<file path="config.mk">
export PLATFORM = sky130hd
export DESIGN_NAME = pcr_regs
export DESIGN_NICKNAME = d
export VERILOG_FILES = /design/src/inc/pcr_pkg.sv /design/src/hw/pcr_sync3.sv /design/src/hw/pcr_lin_ms.sv /design/src/hw/pcr_regs.sv
export SDC_FILE = /design/constraint.sdc
export NUM_CORES = 1
export LEC_CHECK = 0
export ABC_AREA = 1
export ABC_CLOCK_PERIOD_IN_PS = 7800
export BUFFER_PORTS_ARGS = -buffer_cell sky130_fd_sc_hd__buf_4
export CAP_MARGIN = 15
export CORE_ASPECT_RATIO = 1.1
export CORE_UTILIZATION = 55
export CTS_CLUSTER_DIAMETER = 100
export CTS_CLUSTER_SIZE = 10
export DETAILED_ROUTE_END_ITERATION = 8
export PLACE_DENSITY_LB_ADDON = 0.08
export SYNTH_ARGS = -nofsm -noshare
export SYNTH_HDL_FRONTEND = slang
export SYNTH_SLANG_ARGS = --single-unit
</file>
<file path="constraint.sdc">
create_clock -name sys_clk -period 7.8 [get_ports sys_clk]
set_clock_uncertainty 0.1 [all_clocks]
set_input_delay 1.56 -clock sys_clk [delete_from_list [all_inputs] [get_ports sys_clk]]
set_output_delay 1.56 -clock sys_clk [all_outputs]
set_load 0.03 [all_outputs]
</file>
<file path="src/inc/pcr_pkg.sv">
// Constants for the regulator configuration register bank.
// Assumes a 250 MHz system clock and a command-level PMBus engine upstream.
`default_nettype none
package pcr_pkg;
  // ----------------------------------------
  // Command codes of the four registers
  // ----------------------------------------
  localparam logic [7:0] CMD_MISC = 8'hD1;
  localparam logic [7:0] CMD_GRP = 8'hD3;
  localparam logic [7:0] CMD_PGD = 8'hD4;
  localparam logic [7:0] CMD_GAIN = 8'hD5;
  // ----------------------------------------
  // Reset values and writable bit masks
  // ----------------------------------------
  localparam logic [15:0] MISC_RST = 16'h0000;
  localparam logic [15:0] GRP_RST = 16'h0000;
  localparam logic [15:0] PGD_RST = 16'h0000;
  localparam logic [7:0] GAIN_RST = 8'h01;
  localparam logic [15:0] MISC_MASK = 16'hFC87;
  localparam logic [15:0] GRP_MASK = 16'hFF0F;
  // ----------------------------------------
  // Field positions
  // ----------------------------------------
  localparam int MD_HI = 15;
  localparam int MD_LO = 11;
  localparam int DRV_BIT = 10;
  localparam int MD_EN_BIT = 7;
  localparam int GOOD_PP_BIT = 2;
  localparam int XT_EN_BIT = 1;
  localparam int XT_FLT_BIT = 0;
  localparam int POS_HI = 14;
  localparam int POS_LO = 13;
  localparam int RID_HI = 12;
  localparam int RID_LO = 8;
  localparam int PH_HI = 3;
  localparam int PH_LO = 0;
  // ----------------------------------------
  // Timing
  // ----------------------------------------
  localparam int unsigned CLK_PERIOD_PS = 4000;
  localparam int unsigned MS_PERIOD_PS = 1000000000;
  localparam int unsigned MS_CYCLES = MS_PERIOD_PS / CLK_PERIOD_PS;
  localparam logic [12:0] PGD_MAX_MS = 13'h1388;
  // Power-good sequencer states
  typedef enum logic [1:0] {
    PCR_OUT_BELOW = 2'b00,
    PCR_OUT_WAIT = 2'b01,
    PCR_OUT_GOOD = 2'b10
  } pcr_good_state_t;
endpackage : pcr_pkg
`default_nettype wire

</file>
<file path="src/hw/pcr_sync3.sv">
// Three-stage synchroniser with agreement filter for one level.
// Assumes the input is asynchronous to sys_clk.
`timescale 1ns/1ps
`default_nettype none
module pcr_sync3 (
  // Clock and reset
  input wire logic sys_clk,
  input wire logic reset,
  // Level in and out
  input wire logic async_in,
  output logic level_out
);
  logic s1_r;
  logic s2_r;
  logic s3_r;
  // Stage one feeds only stage two, so metastability stays contained
  always_ff @(posedge sys_clk or posedge reset) begin
    if (reset) begin
      s1_r <= 1'b0;
      s2_r <= 1'b0;
      s3_r <= 1'b0;
    end else begin
      s1_r <= async_in;
      s2_r <= s1_r;
      s3_r <= s2_r;
    end
  end
  // A change counts once stages two and three agree
  always_ff @(posedge sys_clk or posedge reset) begin
    if (reset) begin
      level_out <= 1'b0;
    end else if (s2_r == s3_r) begin
      level_out <= s3_r;
    end
  end
endmodule : pcr_sync3
`default_nettype wire

</file>
<file path="src/hw/pcr_lin_ms.sv">
// Converts a linear-format delay word to whole milliseconds.
// Assumes the word holds a 5-bit exponent over an 11-bit mantissa.
`timescale 1ns/1ps
`default_nettype none
module pcr_lin_ms (
  // Clock and reset
  input wire logic sys_clk,
  input wire logic reset,
  // Linear value in, rounded milliseconds out
  input wire logic [15:0] lin_in,
  output logic [12:0] ms_out
);
  logic [31:0] wide;
  logic [4:0] sh;
  logic [12:0] ms_nxt;
  // Round half up; negative values give zero, large ones saturate
  always_comb begin
    wide = 32'h0;
    sh = 5'h0;
    if (lin_in[10]) begin
      wide = 32'h0;
    end else if (!lin_in[15]) begin
      sh = lin_in[15:11];
      wide = {21'h0, lin_in[10:0]} << sh;
    end else begin
      sh = 5'(~lin_in[15:11] + 5'h1);
      wide = ({21'h0, lin_in[10:0]} + (32'h1 << (sh - 5'h1))) >> sh;
    end
    if (wide > {19'h0, pcr_pkg::PGD_MAX_MS}) begin
      ms_nxt = pcr_pkg::PGD_MAX_MS;
    end else begin
      ms_nxt = wide[12:0];
    end
  end
  // Registered so the delay comparator sees a clean value
  always_ff @(posedge sys_clk or posedge reset) begin
    if (reset) begin
      ms_out <= 13'h0;
    end else begin
      ms_out <= ms_nxt;
    end
  end
endmodule : pcr_lin_ms
`default_nettype wire

</file>
<file path="src/hw/pcr_regs.sv">
// Configuration register bank of a point-of-load regulator controller.
// Assumes a PMBus engine that delivers decoded word and byte commands.
//
// Overview of operation
// Minimum duty is five bits 15:11, 0-31, in units of two periods.
// Minimum duty limit applies only while bit 7 is set.
// Bit 10 enables power-stage drive; clear disables it.
// Bit 2 clear gives open-drain good pin, set gives push-pull.
// Bit 1 enables external sensor for read-current temperature compensation.
// Bit 0 picks external sensor for temperature faults, else internal.
// Five-bit rail identifier for sharing, sequencing and fault spreading.
// Host writes same rail identifier into all devices of a group.
// Phase position code 0-3 means positions one to four.
// Phase count code is count minus one; 1,3,5,7 are valid.
// Good pin asserts after the programmed delay, 0 to 5000 ms.
// Programmed delay is rounded to the nearest whole millisecond.
// Eight-bit ramp gain sets rise time on sharing rails.
// Sharing ramp mode follows automatically from a sharing setup.
// Sharing ramp disables high-bandwidth turn-on, runs low bandwidth.
// Once output is good, high-bandwidth loop is restored.
// Sharing setup forbids soft-off and ignores the fall time.
// Delay counts one-millisecond ticks and restarts when output drops.
// Host reaches misc register with word transfers at its code.
`timescale 1ns/1ps
`default_nettype none
module pcr_regs #(
  parameter int unsigned MS_CYCLES = pcr_pkg::MS_CYCLES
) (
  // Clock and reset
  input wire logic sys_clk,
  input wire logic reset,
  // Decoded command port from the bus engine
  input wire logic [7:0] cmd_code,
  input wire logic cmd_wr,
  input wire logic cmd_rd,
  input wire logic cmd_word,
  input wire logic [15:0] cmd_wdata,
  output logic [15:0] cmd_rdata,
  output logic cmd_ack,
  output logic cmd_nack,
  // Output monitor and fall-time setting
  input wire logic vout_above_pg_on,
  input wire logic [15:0] turnoff_fall_time,
  // Duty and drive
  output logic [5:0] min_duty_tsw,
  output logic min_duty_on,
  output logic power_drive_en,
  // Temperature sensing
  output logic ext_temp_sense_en,
  output logic temp_comp_ext,
  output logic temp_fault_ext,
  // Group bus and phase setup
  output logic [4:0] rail_group_id,
  output logic [2:0] phase_position,
  output logic [3:0] phase_count,
  output logic phase_count_ok,
  // Ramp and loop control
  output logic [7:0] ramp_gain,
  output logic sharing_mode,
  output logic hbw_turnon_ramp_en,
  output logic loop_high_bw,
  output logic soft_off_en,
  output logic [15:0] turnoff_fall_eff,
  // Power good
  output logic [12:0] good_delay_ms,
  output logic power_good,
  output logic output_good_pin_o,
  output logic output_good_pin_oe
);
  // ----------------------------------------
  // Register storage and command decode
  // ----------------------------------------
  logic [15:0] misc_r;
  logic [15:0] grp_r;
  logic [15:0] pgd_r;
  logic [7:0] gain_r;
  logic hit;
  logic type_ok;
  logic take;
  logic [15:0] rd_nxt;

  // Byte for the gain, word for the rest; a mismatch is refused
  always_comb begin
    hit = 1'b1;
    rd_nxt = 16'h0000;
    case (cmd_code)
      pcr_pkg::CMD_MISC: rd_nxt = misc_r;
      pcr_pkg::CMD_GRP: rd_nxt = grp_r;
      pcr_pkg::CMD_PGD: rd_nxt = pgd_r;
      pcr_pkg::CMD_GAIN: rd_nxt = {8'h00, gain_r};
      default: hit = 1'b0;
    endcase
    type_ok = (cmd_code == pcr_pkg::CMD_GAIN) ? !cmd_word : cmd_word;
    take = hit && type_ok;
  end

  // Configuration registers; reserved bits are masked to zero
  always_ff @(posedge sys_clk or posedge reset) begin
    if (reset) begin
      misc_r <= pcr_pkg::MISC_RST;
      grp_r <= pcr_pkg::GRP_RST;
      pgd_r <= pcr_pkg::PGD_RST;
      gain_r <= pcr_pkg::GAIN_RST;
    end else if (cmd_wr && take) begin
      case (cmd_code)
        pcr_pkg::CMD_MISC: misc_r <= cmd_wdata & pcr_pkg::MISC_MASK;
        pcr_pkg::CMD_GRP: grp_r <= cmd_wdata & pcr_pkg::GRP_MASK;
        pcr_pkg::CMD_PGD: pgd_r <= cmd_wdata;
        pcr_pkg::CMD_GAIN: gain_r <= cmd_wdata[7:0];
        default: misc_r <= misc_r;
      endcase
    end
  end

  // Answer one cycle after the request; read data held until next accepted read
  always_ff @(posedge sys_clk or posedge reset) begin
    if (reset) begin
      cmd_ack <= 1'b0;
      cmd_nack <= 1'b0;
      cmd_rdata <= 16'h0000;
    end else begin
      cmd_ack <= (cmd_wr || cmd_rd) && take;
      cmd_nack <= (cmd_wr || cmd_rd) && !take;
      if (cmd_rd && take) begin
        cmd_rdata <= rd_nxt;
      end
    end
  end

  // ----------------------------------------
  // Decoded configuration outputs
  // ----------------------------------------
  logic [3:0] ph_code;
  logic sharing_nxt;
  assign ph_code = grp_r[pcr_pkg::PH_HI:pcr_pkg::PH_LO];
  // Only odd codes up to seven describe a real multi-phase rail
  assign sharing_nxt = ph_code[0] && !ph_code[3];

  // Duty, drive and sensor selects, each from its register bit
  always_ff @(posedge sys_clk or posedge reset) begin
    if (reset) begin
      min_duty_tsw <= 6'h00;
      min_duty_on <= 1'b0;
      power_drive_en <= 1'b0;
      ext_temp_sense_en <= 1'b0;
      temp_comp_ext <= 1'b0;
      temp_fault_ext <= 1'b0;
    end else begin
      min_duty_on <= misc_r[pcr_pkg::MD_EN_BIT];
      if (misc_r[pcr_pkg::MD_EN_BIT]) begin
        min_duty_tsw <= {misc_r[pcr_pkg::MD_HI:pcr_pkg::MD_LO], 1'b0};
      end else begin
        min_duty_tsw <= 6'h00;
      end
      power_drive_en <= misc_r[pcr_pkg::DRV_BIT];
      ext_temp_sense_en <= misc_r[pcr_pkg::XT_EN_BIT];
      temp_comp_ext <= misc_r[pcr_pkg::XT_EN_BIT];
      temp_fault_ext <= misc_r[pcr_pkg::XT_FLT_BIT];
    end
  end

  // Group bus identity and phase decode
  always_ff @(posedge sys_clk or posedge reset) begin
    if (reset) begin
      rail_group_id <= 5'h00;
      phase_position <= 3'h1;
      phase_count <= 4'h1;
      phase_count_ok <= 1'b0;
      ramp_gain <= pcr_pkg::GAIN_RST;
    end else begin
      rail_group_id <= grp_r[pcr_pkg::RID_HI:pcr_pkg::RID_LO];
      phase_position <= {1'b0, grp_r[pcr_pkg::POS_HI:pcr_pkg::POS_LO]}
                        + 3'h1;
      phase_count <= ph_code + 4'h1;
      phase_count_ok <= sharing_nxt;
      ramp_gain <= gain_r;
    end
  end

  // ----------------------------------------
  // Power-good delay sequencer
  // ----------------------------------------
  logic vout_ok;
  logic [12:0] delay_ms;
  logic [17:0] pre_r;
  logic [12:0] ms_r;
  logic tick;
  pcr_pkg::pcr_good_state_t good_state_r;

  // Comparator output is asynchronous to the controller clock
  pcr_sync3 u_vout_sync (
    .sys_clk(sys_clk),
    .reset(reset),
    .async_in(vout_above_pg_on),
    .level_out(vout_ok)
  );

  // Linear delay word rounded to whole milliseconds
  pcr_lin_ms u_delay_conv (
    .sys_clk(sys_clk),
    .reset(reset),
    .lin_in(pgd_r),
    .ms_out(delay_ms)
  );

  assign tick = (pre_r == 18'(MS_CYCLES - 1));

  // Millisecond prescaler and counter; cleared whenever output drops
  always_ff @(posedge sys_clk or posedge reset) begin
    if (reset) begin
      pre_r <= 18'h0;
      ms_r <= 13'h0;
    end else if (!vout_ok || good_state_r != pcr_pkg::PCR_OUT_WAIT) begin
      pre_r <= 18'h0;
      ms_r <= 13'h0;
    end else if (tick) begin
      pre_r <= 18'h0;
      if (ms_r != pcr_pkg::PGD_MAX_MS) begin
        ms_r <= ms_r + 13'h1;
      end
    end else begin
      pre_r <= pre_r + 18'h1;
    end
  end

  // Good is held off until the rounded delay has elapsed
  always_ff @(posedge sys_clk or posedge reset) begin
    if (reset) begin
      good_state_r <= pcr_pkg::PCR_OUT_BELOW;
    end else begin
      case (good_state_r)
        pcr_pkg::PCR_OUT_BELOW: begin
          if (vout_ok) begin
            good_state_r <= pcr_pkg::PCR_OUT_WAIT;
          end
        end
        pcr_pkg::PCR_OUT_WAIT: begin
          if (!vout_ok) begin
            good_state_r <= pcr_pkg::PCR_OUT_BELOW;
          end else if (ms_r >= delay_ms) begin
            good_state_r <= pcr_pkg::PCR_OUT_GOOD;
          end
        end
        pcr_pkg::PCR_OUT_GOOD: begin
          if (!vout_ok) begin
            good_state_r <= pcr_pkg::PCR_OUT_BELOW;
          end
        end
        default: good_state_r <= pcr_pkg::PCR_OUT_BELOW;
      endcase
    end
  end

  // ----------------------------------------
  // Pin drive and ramp mode outputs
  // ----------------------------------------
  logic good_now;
  assign good_now = (good_state_r == pcr_pkg::PCR_OUT_GOOD);

  // Open-drain only pulls low; push-pull drives both levels
  always_ff @(posedge sys_clk or posedge reset) begin
    if (reset) begin
      power_good <= 1'b0;
      output_good_pin_o <= 1'b0;
      output_good_pin_oe <= 1'b1;
      good_delay_ms <= 13'h0;
    end else begin
      power_good <= good_now;
      good_delay_ms <= delay_ms;
      if (misc_r[pcr_pkg::GOOD_PP_BIT]) begin
        output_good_pin_o <= good_now;
        output_good_pin_oe <= 1'b1;
      end else begin
        output_good_pin_o <= 1'b0;
        output_good_pin_oe <= !good_now;
      end
    end
  end

  // Sharing rails ramp at low bandwidth until good, never soft-off
  always_ff @(posedge sys_clk or posedge reset) begin
    if (reset) begin
      sharing_mode <= 1'b0;
      hbw_turnon_ramp_en <= 1'b1;
      loop_high_bw <= 1'b1;
      soft_off_en <= 1'b1;
      turnoff_fall_eff <= 16'h0000;
    end else begin
      sharing_mode <= sharing_nxt;
      hbw_turnon_ramp_en <= !sharing_nxt;
      loop_high_bw <= !sharing_nxt || good_now;
      soft_off_en <= !sharing_nxt;
      turnoff_fall_eff <= sharing_nxt ? 16'h0000 : turnoff_fall_time;
    end
  end

  // ----------------------------------------
  // Assertions
  // ----------------------------------------
  property p_min_duty_val;
    @(posedge sys_clk) disable iff (reset)
    misc_r[pcr_pkg::MD_EN_BIT] |=>
      min_duty_tsw == {$past(misc_r[15:11]), 1'b0};
  endproperty
  a_min_duty_val: assert property (p_min_duty_val)
    else $error("minimum duty not twice the field");

  property p_min_duty_off;
    @(posedge sys_clk) disable iff (reset)
    !misc_r[pcr_pkg::MD_EN_BIT] |=> !min_duty_on && min_duty_tsw == 6'h00;
  endproperty
  a_min_duty_off: assert property (p_min_duty_off)
    else $error("minimum duty active while disabled");

  property p_drive;
    @(posedge sys_clk) disable iff (reset)
    (cmd_wr && take && cmd_code == pcr_pkg::CMD_MISC) |=>
      ##1 power_drive_en == $past(cmd_wdata[10], 2);
  endproperty
  a_drive: assert property (p_drive)
    else $error("drive enable does not follow write");

  property p_od_pin;
    @(posedge sys_clk) disable iff (reset)
    (!misc_r[pcr_pkg::GOOD_PP_BIT] && !good_now) |=>
      output_good_pin_oe && !output_good_pin_o;
  endproperty
  a_od_pin: assert property (p_od_pin)
    else $error("open-drain pin not pulling low");

  property p_pos;
    @(posedge sys_clk) disable iff (reset)
    1'b1 |=> phase_position == 3'($past(grp_r[14:13]) + 2'd0) + 3'h1;
  endproperty
  a_pos: assert property (p_pos)
    else $error("phase position decode wrong");

  property p_good_delay;
    @(posedge sys_clk) disable iff (reset)
    $rose(power_good) |-> $past(ms_r, 2) >= $past(delay_ms, 2);
  endproperty
  a_good_delay: assert property (p_good_delay)
    else $error("good asserted before delay");

  property p_restart;
    @(posedge sys_clk) disable iff (reset)
    !vout_ok |=> ms_r == 13'h0 ##1 !power_good;
  endproperty
  a_restart: assert property (p_restart)
    else $error("delay count not restarted");

  property p_hbw_back;
    @(posedge sys_clk) disable iff (reset)
    good_now |=> loop_high_bw;
  endproperty
  a_hbw_back: assert property (p_hbw_back)
    else $error("loop not restored after good");

  property p_soft_off;
    @(posedge sys_clk) disable iff (reset)
    sharing_nxt |=> !soft_off_en && turnoff_fall_eff == 16'h0000
      && !hbw_turnon_ramp_en;
  endproperty
  a_soft_off: assert property (p_soft_off)
    else $error("soft-off allowed on sharing rail");
endmodule : pcr_regs
`default_nettype wire

</file>
==> metrics.txt, run 1 <==
min-delay worst type reg -> reg; IO buf count between 100 and 150; Gate Count Post-Synth approximately 1300; Yosys top cell area share 0.414; Clk Latency, worst-skew pair between 400 and 500 ps; synthesis-stage register bit count between 150 and 200; Slew HR 0.255; clk buf depth 2; Die Ht ~150 µm; leakage 5.91 nW; fin. max-slew vios 0; core box area 18400 µm²; R2R cell count 27; Layout Nets between 1500 and 2000; worst-case register-to-register setup slack 2560 ps; Worst Path Required 8050 ps; yosys warns 0; RSZ-0062 raised after global routing false; Final Hold Fails 0; part of the Yosys area used for sequential elements 0.432; DR DRC count 0; TritonRoute pass-1 iters 5; Syn Std Cell Area ~10000 µm²; area added between synthesis and finish 16.3%; Detail Placement HPWL around 20000 µm; CP max FO 32; antenna violations before repair 0; Yosys cell types 59; DR WL/cell 16.0 µm; final design utilization 0.653; detailed-route via count roughly 9500; CTS tree done; Clock Sinks about 180; fraction of layout cells with a size suffix above 1 0.171; setup TNS 0 ps; Placed Area approximately 11000 µm²; Top FF cell, synth dfrtp_1; number of global-route vias before repair 9094; Initial Util 0.562; die area around 19000 µm²; Root Driver clkbuf_16; DRT iter0 DRCs approximately 750; first-pass GRT wire length 45400 µm; max cap viols 0; grt ovf 0; Hold Startpoint u_vout_sync.s1_r; main area contributors after synthesis dfrtp_1 41%, nand2_1 10%, nand3_1 7.6%, inv_1 5.7%, o21ai_0 4.6%; DR vias/cell about 5.6; TritonCTS Buffers 17; worst setup margin ~2600 ps; FFs w/ async S/R, synth 1.00; CP arrival ~5500 ps; biggest area consumer among synthesized cells dfrtp_1; critical path type reg -> reg; FF-to-FF Start pgd_r[12]; pwr dens between 150 and 200 nW/µm²; H-tree depth 4; largest net degree at the start of global routing 110; Post CTS Setup Buffer Count 0; most instantiated cells after synthesis 277 x nand2_1, 171 x dfrtp_1, 157 x nand3_1, 156 x inv_1, 121 x nor2_1; reg2reg end u_delay_conv.ms_out[10]; average instance area after synthesis roughly 7.8 µm²; EDFF count, synth 0; clock-pin slew on the worst setup and hold paths around 70 ps; Setup WS pre-CTS 2620 ps; I/O Pins roughly 130; final wirelength 27100 µm; Hold-fix buffers, CTS 0; Max VDD drop around 0.16 mV; post-route ant nets 0; cell area after layout about 12000 µm²; GRT Total Usage 0.294; Final min period approximately 5200 ps; most common cell in the synthesized netlist nand2_1; final setup fails 0; outcome complete, no violations; Horiz. Die Dim 133 µm; period utilization 0.672; Fmax roughly 190 MHz; actual slew at the worst max-slew pin around 1100 ps; hold worst-path end u_vout_sync.s2_r; diode count 0; FP Rows 52; Worst Setup End Kind flop; routability cong. roughly 0.93; nature of the critical path startpoint flop; Gates resized, CTS repair 0; Synth Net Count about 1400; hold-critical path depth 0
[worst max-delay path, stage by stage (launching register included)]
cell      delay, ps
dfrtp_1         750
inv_2           230
ha_1            340
buf_4           320
nor2_2           60
nand3_2         110
inv_2            50
nand2_4          80
nand2_4         200
nor3_1          240
ha_1            170
inv_1            70
fa_1            410
o21bai_1        260
nand2_1         110
nand2_1          70
nand2_1          50
nand2_1         120
o21ai_0         120
o21ai_0         330
nand2_1          90
nand3_1          90
nand2_1          60
nand2_1         110
nand4_1         120
nor2_2          130
nand2_2         140
a21oi_1         210
[sequential cells by signal, indices dropped and copies added (netlist names), 2 cells and up]
register             cells
pre_r                   18
cmd_rdata               16
pgd_r                   16
turnoff_fall_eff        16
good_delay_ms           13
ms_r                    13
u_delay_conv.ms_out     13
grp_r                   12
misc_r                  10
gain_r                   8
ramp_gain                8
min_duty_tsw             5
rail_group_id            5
phase_count              4
phase_position           3
good_state_r             2
[metal layers]
layer / GRT usage / vias up / routed length (µm)
met5: 0 / - / 0
li1: - / 4618 / -
met1: 0.391 / 4491 / 11800
met2: 0.489 / 338 / 13200
met4: 0.102 / 0 / 652
met3: 0.0456 / 57 / 1520
[metrics by stage]
| step | std cells | power, mW | hold WS (ps) |
|---|---|---|---|
| 3_5_place_dp | 1660 | 1.11 | 239 |
| 6_report | 1692 | 1.97 | 256 |
| 2_1_floorplan | 1330 | 1.05 | 231 |
| 4_1_cts | 1692 | 1.98 | 257 |
| 3_3_place_gp | 1659 | 1.11 | 256 |
| 5_1_grt | 1692 | 2.03 | 260 |
[cells by family after synthesis]
group	synth area share
DFF	0.432
buffers and inverters	0.0892
muxes	0.0195
and+or+nand+nor	0.294
adders and majority gates	0.0440
AOI/OAI and AO/OA	0.112
other	0.000363
xor gates and xnor gates	0.00932
[power by group]
part,switching (mW),internal (mW)
clock network,0.409,0.465
logic,0.0917,0.0487
registers,0.0112,0.944
total,0.512,1.46
[cell usage in the layout (no fill, tap or decap), types with 8 or more instances in the layout]
cell type,Yosys,routed
nand2_1,277,277
dfrtp_1,171,171
nand3_1,157,157
inv_1,156,155
buf_4,5,138
nor2_1,121,121
o21ai_0,95,95
a21oi_1,53,53
ha_1,34,34
nor3_1,29,29
nand4_1,21,21
mux2_2,17,17
clkbuf_16,0,17
a221oi_1,15,15
nor4_1,10,9
inv_2,8,8
nand2_2,8,8
nand3_2,8,8
[layout make-up]
| type | count | area (µm²) |
|---|---|---|
| clock buffer | 18 | 429 |
| clock inverter | 14 | 181 |
| fill | 1623 | 6390 |
| inverter | 168 | 636 |
| multi-input combinational | 932 | 4960 |
| sequential | 178 | 4460 |
| tap | 243 | 304 |
| timing repair buffer | 139 | 1050 |
[how the worst max path moves through the flow]
| stage | to | depth (start not counted) | slack, ps | start |
|---|---|---|---|---|
| after global placement | u_delay_conv.ms_out[12] | 28 | 2760 | pgd_r[12] |
| after floorplan | cmd_ack | 1 | 1320 | reset |
| after global routing | u_delay_conv.ms_out[10] | 27 | 2010 | pgd_r[12] |
| final | u_delay_conv.ms_out[10] | 27 | 2560 | pgd_r[12] |
| after CTS | u_delay_conv.ms_out[10] | 27 | 2600 | pgd_r[12] |
| after detailed placement | u_delay_conv.ms_out[10] | 27 | 2620 | pgd_r[12] |
Power figures use the tool's default switching activity.
==> run 2: changes to the inputs <==
--- a/config.mk
+++ b/config.mk
@@ -6,11 +6,11 @@
 export NUM_CORES = 1
 export LEC_CHECK = 0
 export ABC_AREA = 1
-export ABC_CLOCK_PERIOD_IN_PS = 7800
+export ABC_CLOCK_PERIOD_IN_PS = 4600
 export BUFFER_PORTS_ARGS = -buffer_cell sky130_fd_sc_hd__buf_4
 export CAP_MARGIN = 15
 export CORE_ASPECT_RATIO = 1.1
-export CORE_UTILIZATION = 55
+export CORE_UTILIZATION = 53
 export CTS_CLUSTER_DIAMETER = 100
 export CTS_CLUSTER_SIZE = 10
 export DETAILED_ROUTE_END_ITERATION = 8
==> constraint.sdc (replaced) <==
create_clock -name sys_clk -period 4.6 [get_ports sys_clk]
set_clock_uncertainty 0.1 [all_clocks]
set_input_delay 0.92 -clock sys_clk [delete_from_list [all_inputs] [get_ports sys_clk]]
set_output_delay 0.92 -clock sys_clk [all_outputs]
set_load 0.03 [all_outputs]
==> run 2 against run 1 <==
Against the previous run:
- register-to-register slack got worse by 2200 ps
- combinational power increased by 72%
- power increased by 66%
- flip-flop and latch count unchanged
- first-iteration DRC count grew 10%
- clock power increased by 62%
- non-clock buffer count grew 19
- sequential share of layout area decreased by 0.50 points
- clock-buffer cell count shrank 1
- hold slack gained 23 ps
- critical path type unchanged
- largest power group unchanged
- highest routed layer unchanged
==> metrics.txt, run 2 (synthesis results as in run 1) <==
Horiz. Die Dim 135 µm (+1.8%); max FFs per register 18 (unchanged); final setup fails 0 (unchanged); period utilization 0.919 (+0.246); Final Hold Fails 0 (unchanged); critical path type reg -> reg; DRT iter0 DRCs 823 (+10%); Slowest cell on crit path fa_1; Comb power frac 0.074 (+0.003); TritonCTS Buffers 17 (unchanged); largest net degree at the start of global routing 143 (+30%); DR WL/cell 16.0 µm (about the same); antenna violations before repair 0 (unchanged); die area 20100 µm² (+3.7%); area added between synthesis and finish 17.9%; max incr delay on CP 430 ps (-320 ps); GRT Total Usage 0.289 (-0.00430); Slew HR 0.314 (+0.0595); met2 Resource Use GR 0.481 (-0.00817); setup TNS 0 ps (unchanged); I/O Pins 132 (unchanged); Fmax 237 MHz (+24%); CTS tree done; FP Rows 53 (+1.9%); number of global-route vias before repair 9080 (-0.15%); Sequential Power Share 0.495 (+0.010); commonest non-fill, non-tap cell in the layout nand2_1; min-delay worst type reg -> reg; sw power 0.855 mW (+67%); internal power 2.42 mW (+66%); CP max FO 14 (-56%); clk buf depth 2 (unchanged); Initial Util 0.541 (-0.0202); M3 GR Usage 0.0464 (+0.000724); Clk Latency, worst-skew pair 430 ps (about the same); TritonRoute pass-1 iters 6 (+1); Max VDD drop 0.253 mV (+63%); fraction of layout cells with a size suffix above 1 0.187 (+0.0156); IO buf count 130 (unchanged); Switching Share 0.261 (+0.00140); actual slew at the worst max-slew pin 1030 ps (-86.2 ps); diode count 0 (unchanged); final design utilization 0.638 (-0.0146); most frequent cells in the layout 277 x nand2_1, 170 x dfrtp_1, 157 x nand3_1; pwr dens 268 nW/µm² (+64%); largest reg by FF count pre_r; Detail Placement HPWL 20700 µm (+3.6%); H-tree depth 4 (unchanged); RSZ-0062 raised after global routing false; grt ovf 0 (unchanged); Worst Path Required 4810 ps (-3240 ps); nature of the critical path startpoint flop; CP arrival 4430 ps (-1060 ps); first-pass GRT wire length 45300 µm (-0.20%); Most Used Layer, Global Route met2; Layout Nets 1536 (+1.3%); clock-pin slew on the worst setup and hold paths 70 ps (about the same); post-route ant nets 0 (unchanged); DR vias/cell 5.54 (-1.4%); detailed-route via count 9497 (-0.074%); met1 global-route usage 0.383 (-0.00796); fin. max-slew vios 0 (unchanged); leakage 6.00 nW (+1.5%); Hold-fix buffers, CTS 0 (unchanged); Worst Setup End Kind flop; Die Ht 149 µm (+1.8%); outcome complete, no violations; max cap viols 0 (unchanged); Root Driver clkbuf_16; Final min period 4230 ps (-1020 ps); routability cong. 0.952 (+2.9%); Clk pwr share 0.432 (-0.012); final wirelength 27400 µm (+1.3%); core box area 19100 µm² (+3.7%); Clock Sinks 178 (unchanged); DR DRC count 0 (unchanged); Crit path top cell by count nand2_1
## run 2: power groups by stage
stage          combinational, mW  clock (mW)  sequential (mW)
2_1_floorplan             0.0871           0             1.70
3_3_place_gp               0.241           0             1.65
3_5_place_dp               0.244           0             1.65
4_1_cts                    0.244        1.44             1.62
5_1_grt                    0.265        1.51             1.62
6_report                   0.241        1.41             1.62
## run 2: metrics by stage
| step | area (µm²) | setup slack (ps) | instances | hold slack (ps) | power [mW] |
|---|---|---|---|---|---|
| 6_report | 12200 | 375 | 1714 | 279 | 3.27 |
| 5_1_grt | 12200 | 16.4 | 1714 | 291 | 3.39 |
| 4_1_cts | 12200 | 155 | 1714 | 284 | 3.30 |
| 3_5_place_dp | 11600 | 185 | 1683 | 241 | 1.89 |
| 3_3_place_gp | 11600 | 275 | 1683 | 239 | 1.89 |
| 2_1_floorplan | 10300 | 29.3 | 1330 | 231 | 1.78 |
## run 2: repair_timing
action | CTS | global route
setup buffers | 0 | 0
resized for setup | 0 | 12
endpoints found under the setup margin | 0 | 13
## run 2: final cells by class
class	count	area (µm²)
clock buffer	17	425
clock inverter	14	165
fill	1705	6910
inverter	168	637
multi-input combinational	932	4990
sequential	178	4460
tap	247	309
timing repair buffer	158	1200
## run 2: worst max-delay path, delay by kind of cell, from the launching register on
| kind | cells | cell delay, ps |
|---|---|---|
| AND/OR/NAND/NOR | 21 | 2400 |
| adder cells (fa/ha/maj) | 3 | 830 |
| flip-flops | 1 | 410 |
| buffers and inverters | 3 | 270 |
| AO/OA/AOI/OAI | 1 | 90 |
## run 2: worst paths after layout
kind | start | to | slack [ps] | depth (start not counted)
min in group asynchronous | reset | u_vout_sync.s2_r | 550 | 3
min reg2reg | u_delay_conv.ms_out[1] | good_delay_ms[1] | 280 | 0
max reg2reg | pgd_r[12] | u_delay_conv.ms_out[2] | 370 | 28
max | pgd_r[12] | u_delay_conv.ms_out[2] | 370 | 28
min | u_delay_conv.ms_out[1] | good_delay_ms[1] | 280 | 0
max in group asynchronous | reset | pgd_r[13] | 3170 | 3
## run 2: routing by layer
metal / wire, µm / vias up
met1: 11700 / 4455
met3: 1610 / 41
li1: - / 4660
met5: 0 / -
met4: 564 / 0
met2: 13500 / 341
==> run 3: changes to the inputs <==
--- a/config.mk
+++ b/config.mk
@@ -6,7 +6,6 @@
 export NUM_CORES = 1
 export LEC_CHECK = 0
 export ABC_AREA = 1
-export ABC_CLOCK_PERIOD_IN_PS = 4600
 export BUFFER_PORTS_ARGS = -buffer_cell sky130_fd_sc_hd__buf_4
 export CAP_MARGIN = 15
 export CORE_ASPECT_RATIO = 1.1
==> constraint.sdc (replaced) <==
create_clock -name sys_clk -period 4.6 [get_ports sys_clk]
set_clock_uncertainty 0.1 [all_clocks]
set_input_delay 0.46 -clock sys_clk [delete_from_list [all_inputs] [get_ports sys_clk]]
set_output_delay 0.46 -clock sys_clk [all_outputs]
set_load 0.03 [all_outputs]
==> run 3 against run 2 <==
Against the previous run:
- first-iteration DRC count rose by 0.12%
- clock power rose by 4%
- setup slack got worse by 16 ps
- final cell count fell by 0.23%
- power rose by 1.9%
- routed wire length rose by 0.12%
==> metrics.txt, run 3 (synthesis results as in run 1) <==
outcome complete, no violations; Clk Latency, worst-skew pair 430 ps (about the same); die area 20100 µm² (unchanged); routability cong. 0.950 (-0.21%); Worst Setup End Kind flop; CTS tree done; Crit path top cell by count nand2_1; period utilization 0.922 (+0.00358); Root Driver clkbuf_16; number of global-route vias before repair 8973 (-1.2%); min-delay worst type in -> reg; antenna violations before repair 0 (unchanged); DR vias/cell 5.54 (about the same); DR DRC count 0 (unchanged); diode count 0 (unchanged); GRT Total Usage 0.288 (-0.00124); max cap viols 0 (unchanged); Die Ht 149 µm (unchanged); final wirelength 27500 µm (+0.12%); commonest non-fill, non-tap cell in the layout nand2_1; DRT iter0 DRCs 824 (+0.12%); DR WL/cell 16.1 µm (+0.35%); area added between synthesis and finish 17.6%; max FFs per register 18 (unchanged); Final min period 4240 ps (+16.5 ps); max incr delay on CP 480 ps (+50 ps); I/O Pins 132 (unchanged); Switching Share 0.258 (-0.00325); grt ovf 0 (unchanged); clk buf depth 2 (unchanged); pwr dens 274 nW/µm² (+2.1%); critical path type reg -> reg; worst setup margin 358 ps (-16.5 ps); Layout Nets 1531 (-0.33%); H-tree depth 4 (unchanged); core box area 19100 µm² (unchanged); sw power 0.860 mW (+0.60%); RSZ-0062 raised after global routing false; Sequential Power Share 0.486 (-0.009); Horiz. Die Dim 135 µm (unchanged); Hold WS 41.7 ps (-237 ps); fraction of layout cells with a size suffix above 1 0.182 (-0.00496); IO buf count 130 (unchanged); final setup fails 0 (unchanged); most frequent cells in the layout 277 x nand2_1, 171 x dfrtp_1, 157 x nand3_1; Slowest cell on crit path dfrtp_1; fin. max-slew vios 0 (unchanged); setup TNS 0 ps (unchanged); leakage 5.98 nW (-0.32%); cell area after layout 12200 µm² (-0.26%); Clock Sinks 178 (unchanged); Initial Util 0.541 (unchanged); largest net degree at the start of global routing 179 (+25%); Overall Power 3.33 mW (+1.9%); FP Rows 53 (unchanged); post-route ant nets 0 (unchanged); largest reg by FF count pre_r; Worst Path Required 4810 ps (about the same); clock-pin slew on the worst setup and hold paths 70 ps (about the same); Placed Area 11500 µm² (-0.32%); detailed-route via count 9479 (-0.19%); actual slew at the worst max-slew pin 989 ps (-38.7 ps); Max VDD drop 0.241 mV (-4.8%); TritonRoute pass-1 iters 5 (-1); Final Hold Fails 0 (unchanged); Hold-fix buffers, CTS 0 (unchanged); internal power 2.47 mW (+2.3%); CP max FO 25 (+11); first-pass GRT wire length 45200 µm (-0.21%); Slew HR 0.340 (+0.0258); Detail Placement HPWL 20100 µm (-2.8%); Setup WS pre-CTS 265 ps (+79.4 ps); CP arrival 4450 ps (+20 ps); Comb power frac 0.073 (about the same); Clk pwr share 0.441 (+0.009); TritonCTS Buffers 17 (unchanged); Fmax 236 MHz (-0.39%); nature of the critical path startpoint flop
[run 3: critical path, delay by kind of cell, from the launching register on]
kind	cells	cell delay, ps
compound gates	1	330
fa+ha+maj	1	270
buf+inv	3	460
flops	1	480
xor+xnor	1	180
simple gates	20	2290
[run 3: layer usage]
layer,routed length (µm),global-route usage
met4,668,0.111
met2,13400,0.476
met5,0,0
met3,1530,0.0440
met1,11800,0.381
[run 3: final timing paths]
check	cells past startpoint	from	end	slack (ps)
min reg2reg	0	u_vout_sync.s1_r	u_vout_sync.s2_r	280
max	26	pgd_r[13]	u_delay_conv.ms_out[12]	360
max in group asynchronous	3	reset	ms_r[3]	3550
min	1	vout_above_pg_on	u_vout_sync.s1_r	40
min in group asynchronous	3	reset	min_duty_on	230
max reg2reg	26	pgd_r[13]	u_delay_conv.ms_out[12]	360
[run 3: through the flow]
stage,std cells,util
after CTS,1710,0.636
after global placement,1678,0.604
final,1710,0.637
after floorplan,1330,-
after detailed placement,1678,0.604
after global routing,1710,0.637
[run 3: power by group through the flow]
stage | registers, mW | clock network (mW) | logic, mW
floorplan | 1.70 | 0 | 0.0871
global placement | 1.65 | 0 | 0.240
detailed placement | 1.65 | 0 | 0.243
CTS | 1.62 | 1.50 | 0.245
global route | 1.62 | 1.56 | 0.267
finish | 1.62 | 1.47 | 0.242
[run 3: area by class of cell]
cell class,count,area [µm²]
clock buffers,18,429
clock inverters,14,183
fillers,1709,6940
inverters,168,637
multi-input cells,932,4970
flip-flops and latches,178,4460
well taps,247,309
repair buffers,153,1170
[run 3: timing repair]
item                                    4_1_cts  5_1_grt
resized for setup                             0        9
setup buffers                                 0        0
endpoints found under the setup margin        0       13
